File: src/hw/ssuc_consts.svh
`ifndef SSUC_CONSTS_SVH
`define SSUC_CONSTS_SVH
// ----------------------------------------
// Register byte offsets
// ----------------------------------------
`define SSUC_OFF_CFG 12'h000
`define SSUC_OFF_START_SEL 12'h004
`define SSUC_OFF_STOP_SEL 12'h008
`define SSUC_OFF_CHG_SEL 12'h00C
`define SSUC_OFF_ERR_SEL 12'h010
`define SSUC_OFF_PULSE_RATE 12'h014
`define SSUC_OFF_FEED_RATE 12'h018
`define SSUC_OFF_TRAVEL 12'h01C
`define SSUC_OFF_PULSES 12'h020
`define SSUC_OFF_CTRL 12'h024
`define SSUC_OFF_STATUS 12'h028
`define SSUC_OFF_INT_STAT 12'h02C
`define SSUC_OFF_INT_MASK 12'h030
// ----------------------------------------
// Configuration fields
// ----------------------------------------
`define SSUC_CFG_START_LO 0
`define SSUC_CFG_START_HI 1
`define SSUC_CFG_STOP 2
`define SSUC_CFG_ERR_EN 3
`define SSUC_CFG_CHG 4
`define SSUC_CFG_UNIT_LO 5
`define SSUC_CFG_UNIT_HI 6
`define SSUC_CFG_RESET 7'h20
// ----------------------------------------
// Encodings
// ----------------------------------------
`define SSUC_START_MODE 2'h0
`define SSUC_START_INPUT 2'h1
`define SSUC_START_BOTH 2'h2
`define SSUC_UNIT_MECH 2'h0
`define SSUC_UNIT_MOTOR 2'h1
`define SSUC_UNIT_COMB 2'h2
// Input indices: 0..55 are X0..X67, 56..61 are X372..X377
`define SSUC_IN_LOW_LAST 6'h37
`define SSUC_IN_HIGH_FIRST 6'h38
`define SSUC_IN_HIGH_LAST 6'h3D
`define SSUC_IN_SMALL_LAST 6'h03
`define SSUC_IN_SMALL_HIGH 6'h3B
`define SSUC_OUT_LAST 6'h37
`define SSUC_OUT_SMALL_LAST 6'h05
// ----------------------------------------
// Interrupt bits and conversion
// ----------------------------------------
`define SSUC_IRQ_START 0
`define SSUC_IRQ_STOP 1
`define SSUC_IRQ_ERR 2
`define SSUC_IRQ_CONV 3
`define SSUC_MILLI 10'h3E8
`define SSUC_PULSE_RATE_RESET 16'h0001
`define SSUC_FEED_RATE_RESET 20'h00001
`define SSUC_DIV_STEPS 6'h3A
`endif

File: src/hw/ssuc_pkg.sv
`default_nettype none
package ssuc_pkg;
  typedef enum logic [0:0] {SSUC_IDLE, SSUC_CALC} ssuc_div_state_t;
  typedef logic [31:0] ssuc_word_t;
endpackage
`default_nettype wire

File: src/hw/ssuc_top.sv
// What this block does
// - Start subtask on mode change, selected start input, or either, per start setting.
// - Start input chosen from X0..X67 and X372..X377 on the large model.
// - Stop subtask on mode change only, or also on the selected stop input.
// - Drive selected error output on subtask error only when error output enabled.
// - Changeover 0 ignores inputs; step flag alone picks step or cycle operation.
// - Changeover 1 picks step when selected input or step flag is on.
// - Unit setting picks mechanical, motor pulses (reset value) or combined basis.
// - Pulse rate and feed rate used only for unit settings 0 and 2.
// - Positions in units for 0 and 2, pulses for 1; speed Hz for 1 and 2.
// - Interpolation uses X axis pulse rate and feed rate only.
// - Two-axis mode uses X axis settings and ignores Y axis settings.
// - Pulses equal pulse rate times travel over feed rate times ten to minus three.
// - Stop input same ranges; small model limited to X0..X3 and X375..X377.
// - Pulse rate is pulses per motor revolution, from 1 to 65535.
`timescale 1ns/1ps
`default_nettype none
`include "ssuc_consts.svh"
module ssuc_top #(
  parameter int IN_W = 62,
  parameter int OUT_W = 56,
  parameter bit LARGE_MODEL = 1'b1
) (
  // Clock and reset
  input wire logic clk_sys_i,
  input wire logic rst_i,
  // APB slave
  input wire logic psel_i,
  input wire logic penable_i,
  input wire logic pwrite_i,
  input wire logic [11:0] paddr_i,
  input wire ssuc_pkg::ssuc_word_t pwdata_i,
  output ssuc_pkg::ssuc_word_t prdata_o,
  output logic pready_o,
  output logic pslverr_o,
  // Machine side
  input wire logic [IN_W-1:0] x_in_i,
  input wire logic auto_mode_i,
  input wire logic subtask_error_i,
  output logic [OUT_W-1:0] y_out_o,
  output logic subtask_run_o,
  output logic step_mode_o,
  output logic irq_o
);
  import ssuc_pkg::*;

  // ----------------------------------------
  // Input selection
  // ----------------------------------------
  // Out-of-range codes select nothing rather than aliasing onto a real input
  function automatic logic sel_bit(input logic [IN_W-1:0] vec, input logic [5:0] idx);
    logic ok;
    ok = 1'b0;
    if (LARGE_MODEL) begin
      ok = (idx <= `SSUC_IN_HIGH_LAST);
    end else begin
      ok = (idx <= `SSUC_IN_SMALL_LAST) ||
           ((idx >= `SSUC_IN_SMALL_HIGH) && (idx <= `SSUC_IN_HIGH_LAST));
    end
    sel_bit = ok && vec[idx];
  endfunction

  logic [6:0] cfg_reg;
  logic [5:0] start_sel_reg;
  logic [5:0] stop_sel_reg;
  logic [5:0] chg_sel_reg;
  logic [5:0] err_sel_reg;
  logic [15:0] pulse_rate_reg;
  logic [19:0] feed_rate_reg;
  logic [31:0] travel_reg;
  logic step_flag_reg;
  logic [3:0] int_stat_reg;
  logic [3:0] int_mask_reg;

  wire [1:0] start_mode = cfg_reg[`SSUC_CFG_START_HI:`SSUC_CFG_START_LO];
  wire stop_mode = cfg_reg[`SSUC_CFG_STOP];
  wire err_en = cfg_reg[`SSUC_CFG_ERR_EN];
  wire chg_mode = cfg_reg[`SSUC_CFG_CHG];
  wire [1:0] unit_sys = cfg_reg[`SSUC_CFG_UNIT_HI:`SSUC_CFG_UNIT_LO];

  wire start_lvl = sel_bit(x_in_i, start_sel_reg);
  wire stop_lvl = sel_bit(x_in_i, stop_sel_reg);
  wire chg_lvl = sel_bit(x_in_i, chg_sel_reg);

  // ----------------------------------------
  // Subtask start and stop
  // ----------------------------------------
  logic start_prev_reg;
  logic stop_prev_reg;
  logic auto_prev_reg;
  logic run_reg;
  logic err_out_reg;
  logic step_reg;
  wire start_edge = start_lvl && !start_prev_reg;
  wire stop_edge = stop_lvl && !stop_prev_reg;
  wire to_auto = auto_mode_i && !auto_prev_reg;
  wire start_req = ((start_mode == `SSUC_START_MODE) && to_auto) ||
                   ((start_mode == `SSUC_START_INPUT) && auto_mode_i && start_edge) ||
                   ((start_mode == `SSUC_START_BOTH) &&
                    (to_auto || (auto_mode_i && start_edge)));
  wire stop_req = to_auto || (stop_mode && stop_edge);
  // A start in the same cycle as a stop restarts the subtask
  wire run_next = start_req ? 1'b1 : (stop_req ? 1'b0 : run_reg);
  wire err_evt = subtask_error_i && run_reg;
  wire err_out_next = err_en && (err_evt || (err_out_reg && !start_req));
  wire step_next = chg_mode ? (chg_lvl || step_flag_reg) : step_flag_reg;

  always_ff @(posedge clk_sys_i) begin
    if (rst_i) begin
      start_prev_reg <= 1'b0;
      stop_prev_reg <= 1'b0;
      auto_prev_reg <= 1'b0;
      run_reg <= 1'b0;
      err_out_reg <= 1'b0;
      step_reg <= 1'b0;
    end else begin
      start_prev_reg <= start_lvl;
      stop_prev_reg <= stop_lvl;
      auto_prev_reg <= auto_mode_i;
      run_reg <= run_next;
      err_out_reg <= err_out_next;
      step_reg <= step_next;
    end
  end

  // Error output mapped onto the chosen Y point
  logic [OUT_W-1:0] y_out_reg;
  wire err_sel_ok = LARGE_MODEL ? (err_sel_reg <= `SSUC_OUT_LAST) :
                                  (err_sel_reg <= `SSUC_OUT_SMALL_LAST);
  always_ff @(posedge clk_sys_i) begin
    if (rst_i) begin
      y_out_reg <= '0;
    end else begin
      y_out_reg <= '0;
      if (err_out_next && err_sel_ok) begin
        y_out_reg[err_sel_reg] <= 1'b1;
      end
    end
  end

  // ----------------------------------------
  // Travel to pulse conversion
  // ----------------------------------------
  // Only one axis parameter set exists; interpolation and two-axis use it
  logic [57:0] quot_reg;
  logic [20:0] rem_reg;
  logic [5:0] step_cnt_reg;
  ssuc_div_state_t div_state_reg;
  logic conv_done_pulse;
  logic apb_wr;
  logic travel_wr;
  wire mech_basis = (unit_sys != `SSUC_UNIT_MOTOR);
  // Feed rate is in thousandths, hence the factor on the dividend
  wire [57:0] dividend = 58'(pulse_rate_reg) * 58'(pwdata_i) * 58'(`SSUC_MILLI);
  wire [20:0] rem_sh = {rem_reg[19:0], quot_reg[57]};
  wire rem_ge = (rem_sh >= {1'b0, feed_rate_reg});
  wire [20:0] rem_sub = rem_sh - {1'b0, feed_rate_reg};

  always_ff @(posedge clk_sys_i) begin
    if (rst_i) begin
      quot_reg <= '0;
      rem_reg <= '0;
      step_cnt_reg <= '0;
      div_state_reg <= SSUC_IDLE;
      conv_done_pulse <= 1'b0;
    end else begin
      conv_done_pulse <= 1'b0;
      unique case (div_state_reg)
        SSUC_IDLE: begin
          if (travel_wr) begin
            rem_reg <= '0;
            step_cnt_reg <= '0;
            if (mech_basis) begin
              quot_reg <= dividend;
              div_state_reg <= SSUC_CALC;
            end else begin
              quot_reg <= {26'h0, pwdata_i};
              conv_done_pulse <= 1'b1;
            end
          end
        end
        SSUC_CALC: begin
          quot_reg <= {quot_reg[56:0], rem_ge};
          rem_reg <= rem_ge ? rem_sub : rem_sh;
          step_cnt_reg <= step_cnt_reg + 6'h01;
          if (step_cnt_reg == `SSUC_DIV_STEPS - 6'h01) begin
            div_state_reg <= SSUC_IDLE;
            conv_done_pulse <= 1'b1;
          end
        end
      endcase
    end
  end
  wire conv_busy = (div_state_reg == SSUC_CALC);
  wire conv_ovf = |quot_reg[57:32];

  // ----------------------------------------
  // APB register file
  // ----------------------------------------
  logic pready_reg;
  logic pslverr_reg;
  ssuc_word_t prdata_reg;
  wire access = psel_i && penable_i && !pready_reg;
  wire hit_cfg = (paddr_i == `SSUC_OFF_CFG);
  wire hit_start = (paddr_i == `SSUC_OFF_START_SEL);
  wire hit_stop = (paddr_i == `SSUC_OFF_STOP_SEL);
  wire hit_chg = (paddr_i == `SSUC_OFF_CHG_SEL);
  wire hit_err = (paddr_i == `SSUC_OFF_ERR_SEL);
  wire hit_prate = (paddr_i == `SSUC_OFF_PULSE_RATE);
  wire hit_frate = (paddr_i == `SSUC_OFF_FEED_RATE);
  wire hit_travel = (paddr_i == `SSUC_OFF_TRAVEL);
  wire hit_pulses = (paddr_i == `SSUC_OFF_PULSES);
  wire hit_ctrl = (paddr_i == `SSUC_OFF_CTRL);
  wire hit_status = (paddr_i == `SSUC_OFF_STATUS);
  wire hit_istat = (paddr_i == `SSUC_OFF_INT_STAT);
  wire hit_imask = (paddr_i == `SSUC_OFF_INT_MASK);
  wire hit_any = hit_cfg | hit_start | hit_stop | hit_chg | hit_err | hit_prate |
                 hit_frate | hit_travel | hit_pulses | hit_ctrl | hit_status |
                 hit_istat | hit_imask;
  // Parameter writes during a conversion would corrupt it, so they are refused
  wire wr_lock = conv_busy && (hit_prate || hit_frate || hit_travel || hit_cfg);
  wire wr_err = pwrite_i && wr_lock;
  assign apb_wr = psel_i && penable_i && pready_reg && pwrite_i && hit_any && !wr_lock;
  assign travel_wr = apb_wr && hit_travel;
  // A zero pulse rate is out of range and replaced by the minimum
  wire [15:0] prate_wr = (pwdata_i[15:0] == 16'h0000) ? `SSUC_PULSE_RATE_RESET :
                         pwdata_i[15:0];
  wire [19:0] frate_wr = (pwdata_i[19:0] == 20'h00000) ? `SSUC_FEED_RATE_RESET :
                         pwdata_i[19:0];
  wire [3:0] evt = {conv_done_pulse, err_evt, stop_req && run_reg, start_req};
  wire [3:0] w1c = (apb_wr && hit_istat) ? pwdata_i[3:0] : 4'h0;
  wire [3:0] int_stat_next = evt | (int_stat_reg & ~w1c);
  wire [6:0] status_word = {conv_ovf, conv_busy, mech_basis, unit_sys != `SSUC_UNIT_MECH,
                            unit_sys == `SSUC_UNIT_MOTOR, step_reg, run_reg};
  ssuc_word_t rd_mux;
  always_comb begin
    rd_mux = '0;
    if (hit_cfg) rd_mux = {25'h0, cfg_reg};
    if (hit_start) rd_mux = {26'h0, start_sel_reg};
    if (hit_stop) rd_mux = {26'h0, stop_sel_reg};
    if (hit_chg) rd_mux = {26'h0, chg_sel_reg};
    if (hit_err) rd_mux = {26'h0, err_sel_reg};
    if (hit_prate) rd_mux = {16'h0, pulse_rate_reg};
    if (hit_frate) rd_mux = {12'h0, feed_rate_reg};
    if (hit_travel) rd_mux = travel_reg;
    if (hit_pulses) rd_mux = quot_reg[31:0];
    if (hit_ctrl) rd_mux = {31'h0, step_flag_reg};
    if (hit_status) rd_mux = {25'h0, status_word};
    if (hit_istat) rd_mux = {28'h0, int_stat_reg};
    if (hit_imask) rd_mux = {28'h0, int_mask_reg};
  end

  always_ff @(posedge clk_sys_i) begin
    if (rst_i) begin
      pready_reg <= 1'b0;
      pslverr_reg <= 1'b0;
      prdata_reg <= '0;
    end else begin
      pready_reg <= access;
      pslverr_reg <= access && (!hit_any || wr_err);
      prdata_reg <= (access && !pwrite_i) ? rd_mux : '0;
    end
  end

  always_ff @(posedge clk_sys_i) begin
    if (rst_i) begin
      cfg_reg <= `SSUC_CFG_RESET;
      start_sel_reg <= '0;
      stop_sel_reg <= '0;
      chg_sel_reg <= '0;
      err_sel_reg <= '0;
      pulse_rate_reg <= `SSUC_PULSE_RATE_RESET;
      feed_rate_reg <= `SSUC_FEED_RATE_RESET;
      travel_reg <= '0;
      step_flag_reg <= 1'b0;
      int_mask_reg <= '0;
      int_stat_reg <= '0;
    end else begin
      int_stat_reg <= int_stat_next;
      if (apb_wr && hit_cfg) cfg_reg <= pwdata_i[6:0];
      if (apb_wr && hit_start) start_sel_reg <= pwdata_i[5:0];
      if (apb_wr && hit_stop) stop_sel_reg <= pwdata_i[5:0];
      if (apb_wr && hit_chg) chg_sel_reg <= pwdata_i[5:0];
      if (apb_wr && hit_err) err_sel_reg <= pwdata_i[5:0];
      if (apb_wr && hit_prate) pulse_rate_reg <= prate_wr;
      if (apb_wr && hit_frate) feed_rate_reg <= frate_wr;
      if (travel_wr) travel_reg <= pwdata_i;
      if (apb_wr && hit_ctrl) step_flag_reg <= pwdata_i[0];
      if (apb_wr && hit_imask) int_mask_reg <= pwdata_i[3:0];
    end
  end

  logic irq_reg;
  always_ff @(posedge clk_sys_i) begin
    if (rst_i) begin
      irq_reg <= 1'b0;
    end else begin
      irq_reg <= |(int_stat_next & int_mask_reg);
    end
  end

  assign prdata_o = prdata_reg;
  assign pready_o = pready_reg;
  assign pslverr_o = pslverr_reg;
  assign y_out_o = y_out_reg;
  assign subtask_run_o = run_reg;
  assign step_mode_o = step_reg;
  assign irq_o = irq_reg;

  // ----------------------------------------
  // Checks
  // ----------------------------------------
  mode_start_a: assert property (@(posedge clk_sys_i) disable iff (rst_i)
    (start_mode == `SSUC_START_MODE || start_mode == `SSUC_START_BOTH) &&
    auto_mode_i && !$past(auto_mode_i) |=> run_reg)
    else $error("subtask did not start on change to auto");
  input_start_a: assert property (@(posedge clk_sys_i) disable iff (rst_i)
    (start_mode == `SSUC_START_INPUT) && !auto_mode_i && !run_reg |=> !run_reg)
    else $error("input start acted outside auto mode");
  stop_mode_a: assert property (@(posedge clk_sys_i) disable iff (rst_i)
    !stop_mode && run_reg && !to_auto |=> run_reg)
    else $error("subtask stopped without mode change");
  stop_input_a: assert property (@(posedge clk_sys_i) disable iff (rst_i)
    stop_mode && stop_edge && !start_req |=> !run_reg)
    else $error("stop input ignored");
  err_off_a: assert property (@(posedge clk_sys_i) disable iff (rst_i)
    !err_en |=> y_out_reg == '0)
    else $error("error output driven while disabled");
  err_on_a: assert property (@(posedge clk_sys_i) disable iff (rst_i)
    err_en && err_evt && err_sel_ok |=> y_out_reg[$past(err_sel_reg)])
    else $error("error output missing");
  step_sel_a: assert property (@(posedge clk_sys_i) disable iff (rst_i)
    !chg_mode |=> step_reg == $past(step_flag_reg))
    else $error("step mode not following flag");
  held_input_a: assert property (@(posedge clk_sys_i) disable iff (rst_i)
    start_lvl && $past(start_lvl) |-> !start_edge)
    else $error("held start input retriggered");
  motor_pass_a: assert property (@(posedge clk_sys_i) disable iff (rst_i)
    travel_wr && !mech_basis && !conv_busy |=> conv_done_pulse && quot_reg[31:0] == $past(pwdata_i))
    else $error("motor units not passed through");
  conv_time_a: assert property (@(posedge clk_sys_i) disable iff (rst_i)
    travel_wr && mech_basis && !conv_busy |=>
    conv_busy [*8] ##50 conv_busy ##1 conv_done_pulse)
    else $error("conversion length wrong");
endmodule // ssuc_top
`default_nettype wire

File: config.mk
export PLATFORM = sky130hd
export DESIGN_NAME = ssuc_top
export DESIGN_NICKNAME = d
export VERILOG_FILES = /design/src/hw/ssuc_pkg.sv /design/src/hw/ssuc_top.sv
export VERILOG_INCLUDE_DIRS = /design/src /design/src/hw
export SDC_FILE = /design/constraint.sdc
export NUM_CORES = 2
export LEC_CHECK = 0
export ABC_AREA = 1
export ABC_CLOCK_PERIOD_IN_PS = 11200
export BUFFER_PORTS_ARGS = -buffer_cell sky130_fd_sc_hd__buf_2
export CORE_MARGIN = 2
export CORE_UTILIZATION = 55
export DETAILED_ROUTE_END_ITERATION = 8
export PLACE_DENSITY = 0.73
export SLEW_MARGIN = 5
export SYNTH_ARGS = -nofsm -noshare
export SYNTH_HDL_FRONTEND = slang
export SYNTH_SLANG_ARGS = --single-unit
File: constraint.sdc
create_clock -name clk_sys_i -period 11.2 [get_ports clk_sys_i]
set_input_delay 0.56 -clock clk_sys_i [delete_from_list [all_inputs] [get_ports clk_sys_i]]
set_output_delay 0.56 -clock clk_sys_i [all_outputs]
set_load 0.02 [all_outputs]
==> flow_summary.yaml <==
run_status:
  status: "completed"
sta:
  rsz0062_at_grt: "false"
  clock_skew_ns: 0.03372
  timing.fmax_mhz: 93.87
  slew_headroom_pct: 24.79
  worstMarginPinSlew_ns: 1.127
  min_period_ns: 10.65
  fin_crit_sh_pct: 95.12
  fin_hold_ws_ns: 0.2447
  hold_viol: 0
  finalSetupTns_ns: 0
  setup_viol_count_final: 0
  layout_setup_ws_ns: 0.5468
  final_max_slew_viol_count: 0
routing:
  top_layer: "met5"
  drc: 0
  drt_iter0_markers: 3304
  met2_length_um: 57780
  vias: 37030
  wirelength_um: 122900
  drt-met1-wl_um: 48830
  wl_per_cell_um: 18.45
  vias_per_cell: 5.559
  wl_met3_um: 10190
  first_pass_iters: 6
  ant_nets: 0
critical_path:
  cp_max_fo: 29
  path_class: "register to register"
  critPathMaxStageDelay_ns: 0.92
  crit_top_cell: "fa_1"
  r2r_start: "pulse_rate_reg[10]"
  ff2ff_setup_slack_ns: 0.55
  critical_path.slowest_cell: "dfxtp_2"
  worst_setup_path_end_kind: "register"
  critical_path.startpoint_type: "register"
  required_ns: 11.68
  critical_path_arrival_ns: 11.13
  r2r-end: "quot_reg[47]"
  worstRegToRegCells: 36
placed_design:
  hpwl_um: 98520
  place_congestion: 1.011
  port_buffers: 205
  pre_cts_ws_ns: 0.5085
floorplan:
  die_w_um: 275.5
  fp-row-count: 99
  start_util_pct: 55.57
  pin_count: 206
  die_h_um: 275.5
  fp.dieArea_um2: 75900
  coreArea_um2: 72960
final_layout:
  largest_register_ffs: 58
  final_common_cell: "inv_1"
  areaGrowthSynthToFinish_pct: 6.793
  final_util_pct: 59.34
  mostFrequentLayoutCells: "1338 x inv_1, 1216 x nand2_1, 592 x fa_1, 365 x a21oi_1, 343 x nor2_1"
  nets: 6638
  drive_gt1_share_pct: 6.757
worst_hold_path:
  worstHoldPathType: "input port to register"
  hold_path_depth: 3
  hold_start: "auto_mode_i"
  hold-path-endpoint: "auto_prev_reg"
yosys:
  ys_ff_latch: 291
  synth_nets: 6579
  yosysSeqAreaShare_pct: 14.37
  syn_inst: 5619
  ys.warnings.count: 0
  syn-cell-area_um2: 40540
  yosysUniqueCellTypes: 57
  syn_area_per_cell_um2: 7.215
clock_tree:
  cts-root-buf: "clkbuf_16"
  postCtsHoldBufs: 0
  cts_tree: "yes"
  cts_buffers: 26
  clock_latency_ns: 0.57
  cts.path.max_buffers: 3
  cts_sinks: 291
  path_clk_slew_ns: 0.08
  htree_levels: 1
global_routing:
  grt_use_total_pct: 33.31
  grt_max_degree: 93
  antenna_found_initial: 5
  grt_pass1_wl_um: 200200
  grt_pass1_vias: 37310
  gr-total-overflow: 0
power:
  leakagePower_nw: 22.40
  p_total_w: 0.004309
  powerDensity_nw_per_um2: 99.53
  irDropWorstVdd_v: 0.0001408
job:
  maxCapViolations: 0
-- layout make-up --
class,count,area [um2]
fillers,6880,29660
multi-input cells,3734,28670
repair buffers,273,1614
well taps,959,1200
diodes,4,10.01
clock inverters,15,186.4
flip-flops and latches,291,5832
inverters,1352,5080
clock buffers,33,706.9
-- logic make-up after synthesis --
kind of cell / Yosys count / synth area share (%)
buffers and inverters: 1594 / 14.95
XOR/XNOR: 82 / 1.827
AND/OR/NAND/NOR: 1901 / 19.27
adder cells (fa/ha/maj): 847 / 37.10
AO/OA/AOI/OAI: 904 / 12.48
flip-flops: 291 / 14.37
-- report_power, final --
group / leakage, nW / internal, W / switching (W) / total, W
logic: 19.6 / 0.000748 / 0.00157 / 0.00232
clock network: 0.431 / 0.000525 / 0.000433 / 0.000957
registers: 2.35 / 0.00104 / 0.00000117 / 0.00104
-- repair_timing --
item | CTS | global route
setup buffers | 0 | 0
gates resized for setup | 0 | 3
setup endpoints to repair | 0 | 14
-- per-stage QoR --
step	std cells	area (um2)
2_1_floorplan	5619	40540
3_3_place_gp	6609	42380
3_5_place_dp	6609	42380
4_1_cts	6657	43280
5_1_grt	6658	43290
6_report	6661	43300
-- metal layers --
metal | vias to the layer above | track usage, %
met3 | 329 | 4.237
met4 | 4 | 13.50
met1 | 17710 | 43.36
met5 | - | 0
met2 | 1711 | 56.31
li1 | 17280 | -
-- cells in the mapped netlist, drive strengths merged --
| cell type | number | area, um2 |
|---|---|---|
| a221oi | 9 | 78.83 |
| clkbuf | 196 | 735.7 |
| and2 | 3 | 18.77 |
| nand2 | 1225 | 4636 |
| inv | 1350 | 5072 |
| o21a | 5 | 37.54 |
| o311ai | 1 | 8.760 |
| a211o | 1 | 8.760 |
| buf | 46 | 246.5 |
| xor2 | 50 | 452.9 |
| a31o | 1 | 8.760 |
| nor3 | 58 | 295.3 |
| a21o | 15 | 112.6 |
| fa | 592 | 11850 |
| nand3 | 167 | 873.3 |
| or2 | 10 | 62.56 |
| o221ai | 12 | 105.1 |
| a21oi | 365 | 1827 |
| a21boi | 16 | 131.4 |
| a211oi | 33 | 247.7 |
| dfxtp | 291 | 5826 |
| o21ai | 313 | 1570 |
| nor2 | 357 | 1390 |
| xnor2 | 32 | 287.8 |
| o31ai | 1 | 12.51 |
| a31oi | 41 | 256.5 |
| o22ai | 28 | 175.2 |
| clkinv | 2 | 7.510 |
| ha | 255 | 3191 |
| o2111ai | 6 | 52.55 |
| nand3b | 8 | 60.06 |
| o21bai | 16 | 120.1 |
| nand4 | 50 | 319.1 |
| and3 | 2 | 12.51 |
| nor4 | 21 | 143.9 |
| a22oi | 20 | 150.1 |
| o211ai | 21 | 157.7 |
-- critical path: cells and delay by family, from the launching register on --
family                     cells  cell delay [ns]
AOI/OAI and AO/OA              6             1.26
xor gates and xnor gates       1             0.51
adders and majority gates     12             5.82
buffers and inverters          7             0.60
DFF                            1             0.92
and+or+nand+nor               10             1.40
-- worst max-delay path by stage --
stage / slack, ns / to / from / depth (start not counted)
2_1_floorplan: 1.52 / quot_reg[50] / pwdata_i[12] / 41
3_3_place_gp: 0.47 / quot_reg[47] / pwdata_i[12] / 38
3_5_place_dp: 0.51 / quot_reg[39] / pwdata_i[19] / 43
4_1_cts: 0.47 / quot_reg[57] / pulse_rate_reg[11] / 39
5_1_grt: 0.04 / quot_reg[57] / pulse_rate_reg[2] / 44
6_report: 0.55 / quot_reg[47] / pulse_rate_reg[10] / 36
Note: power is estimated with default switching activity, not from simulation.
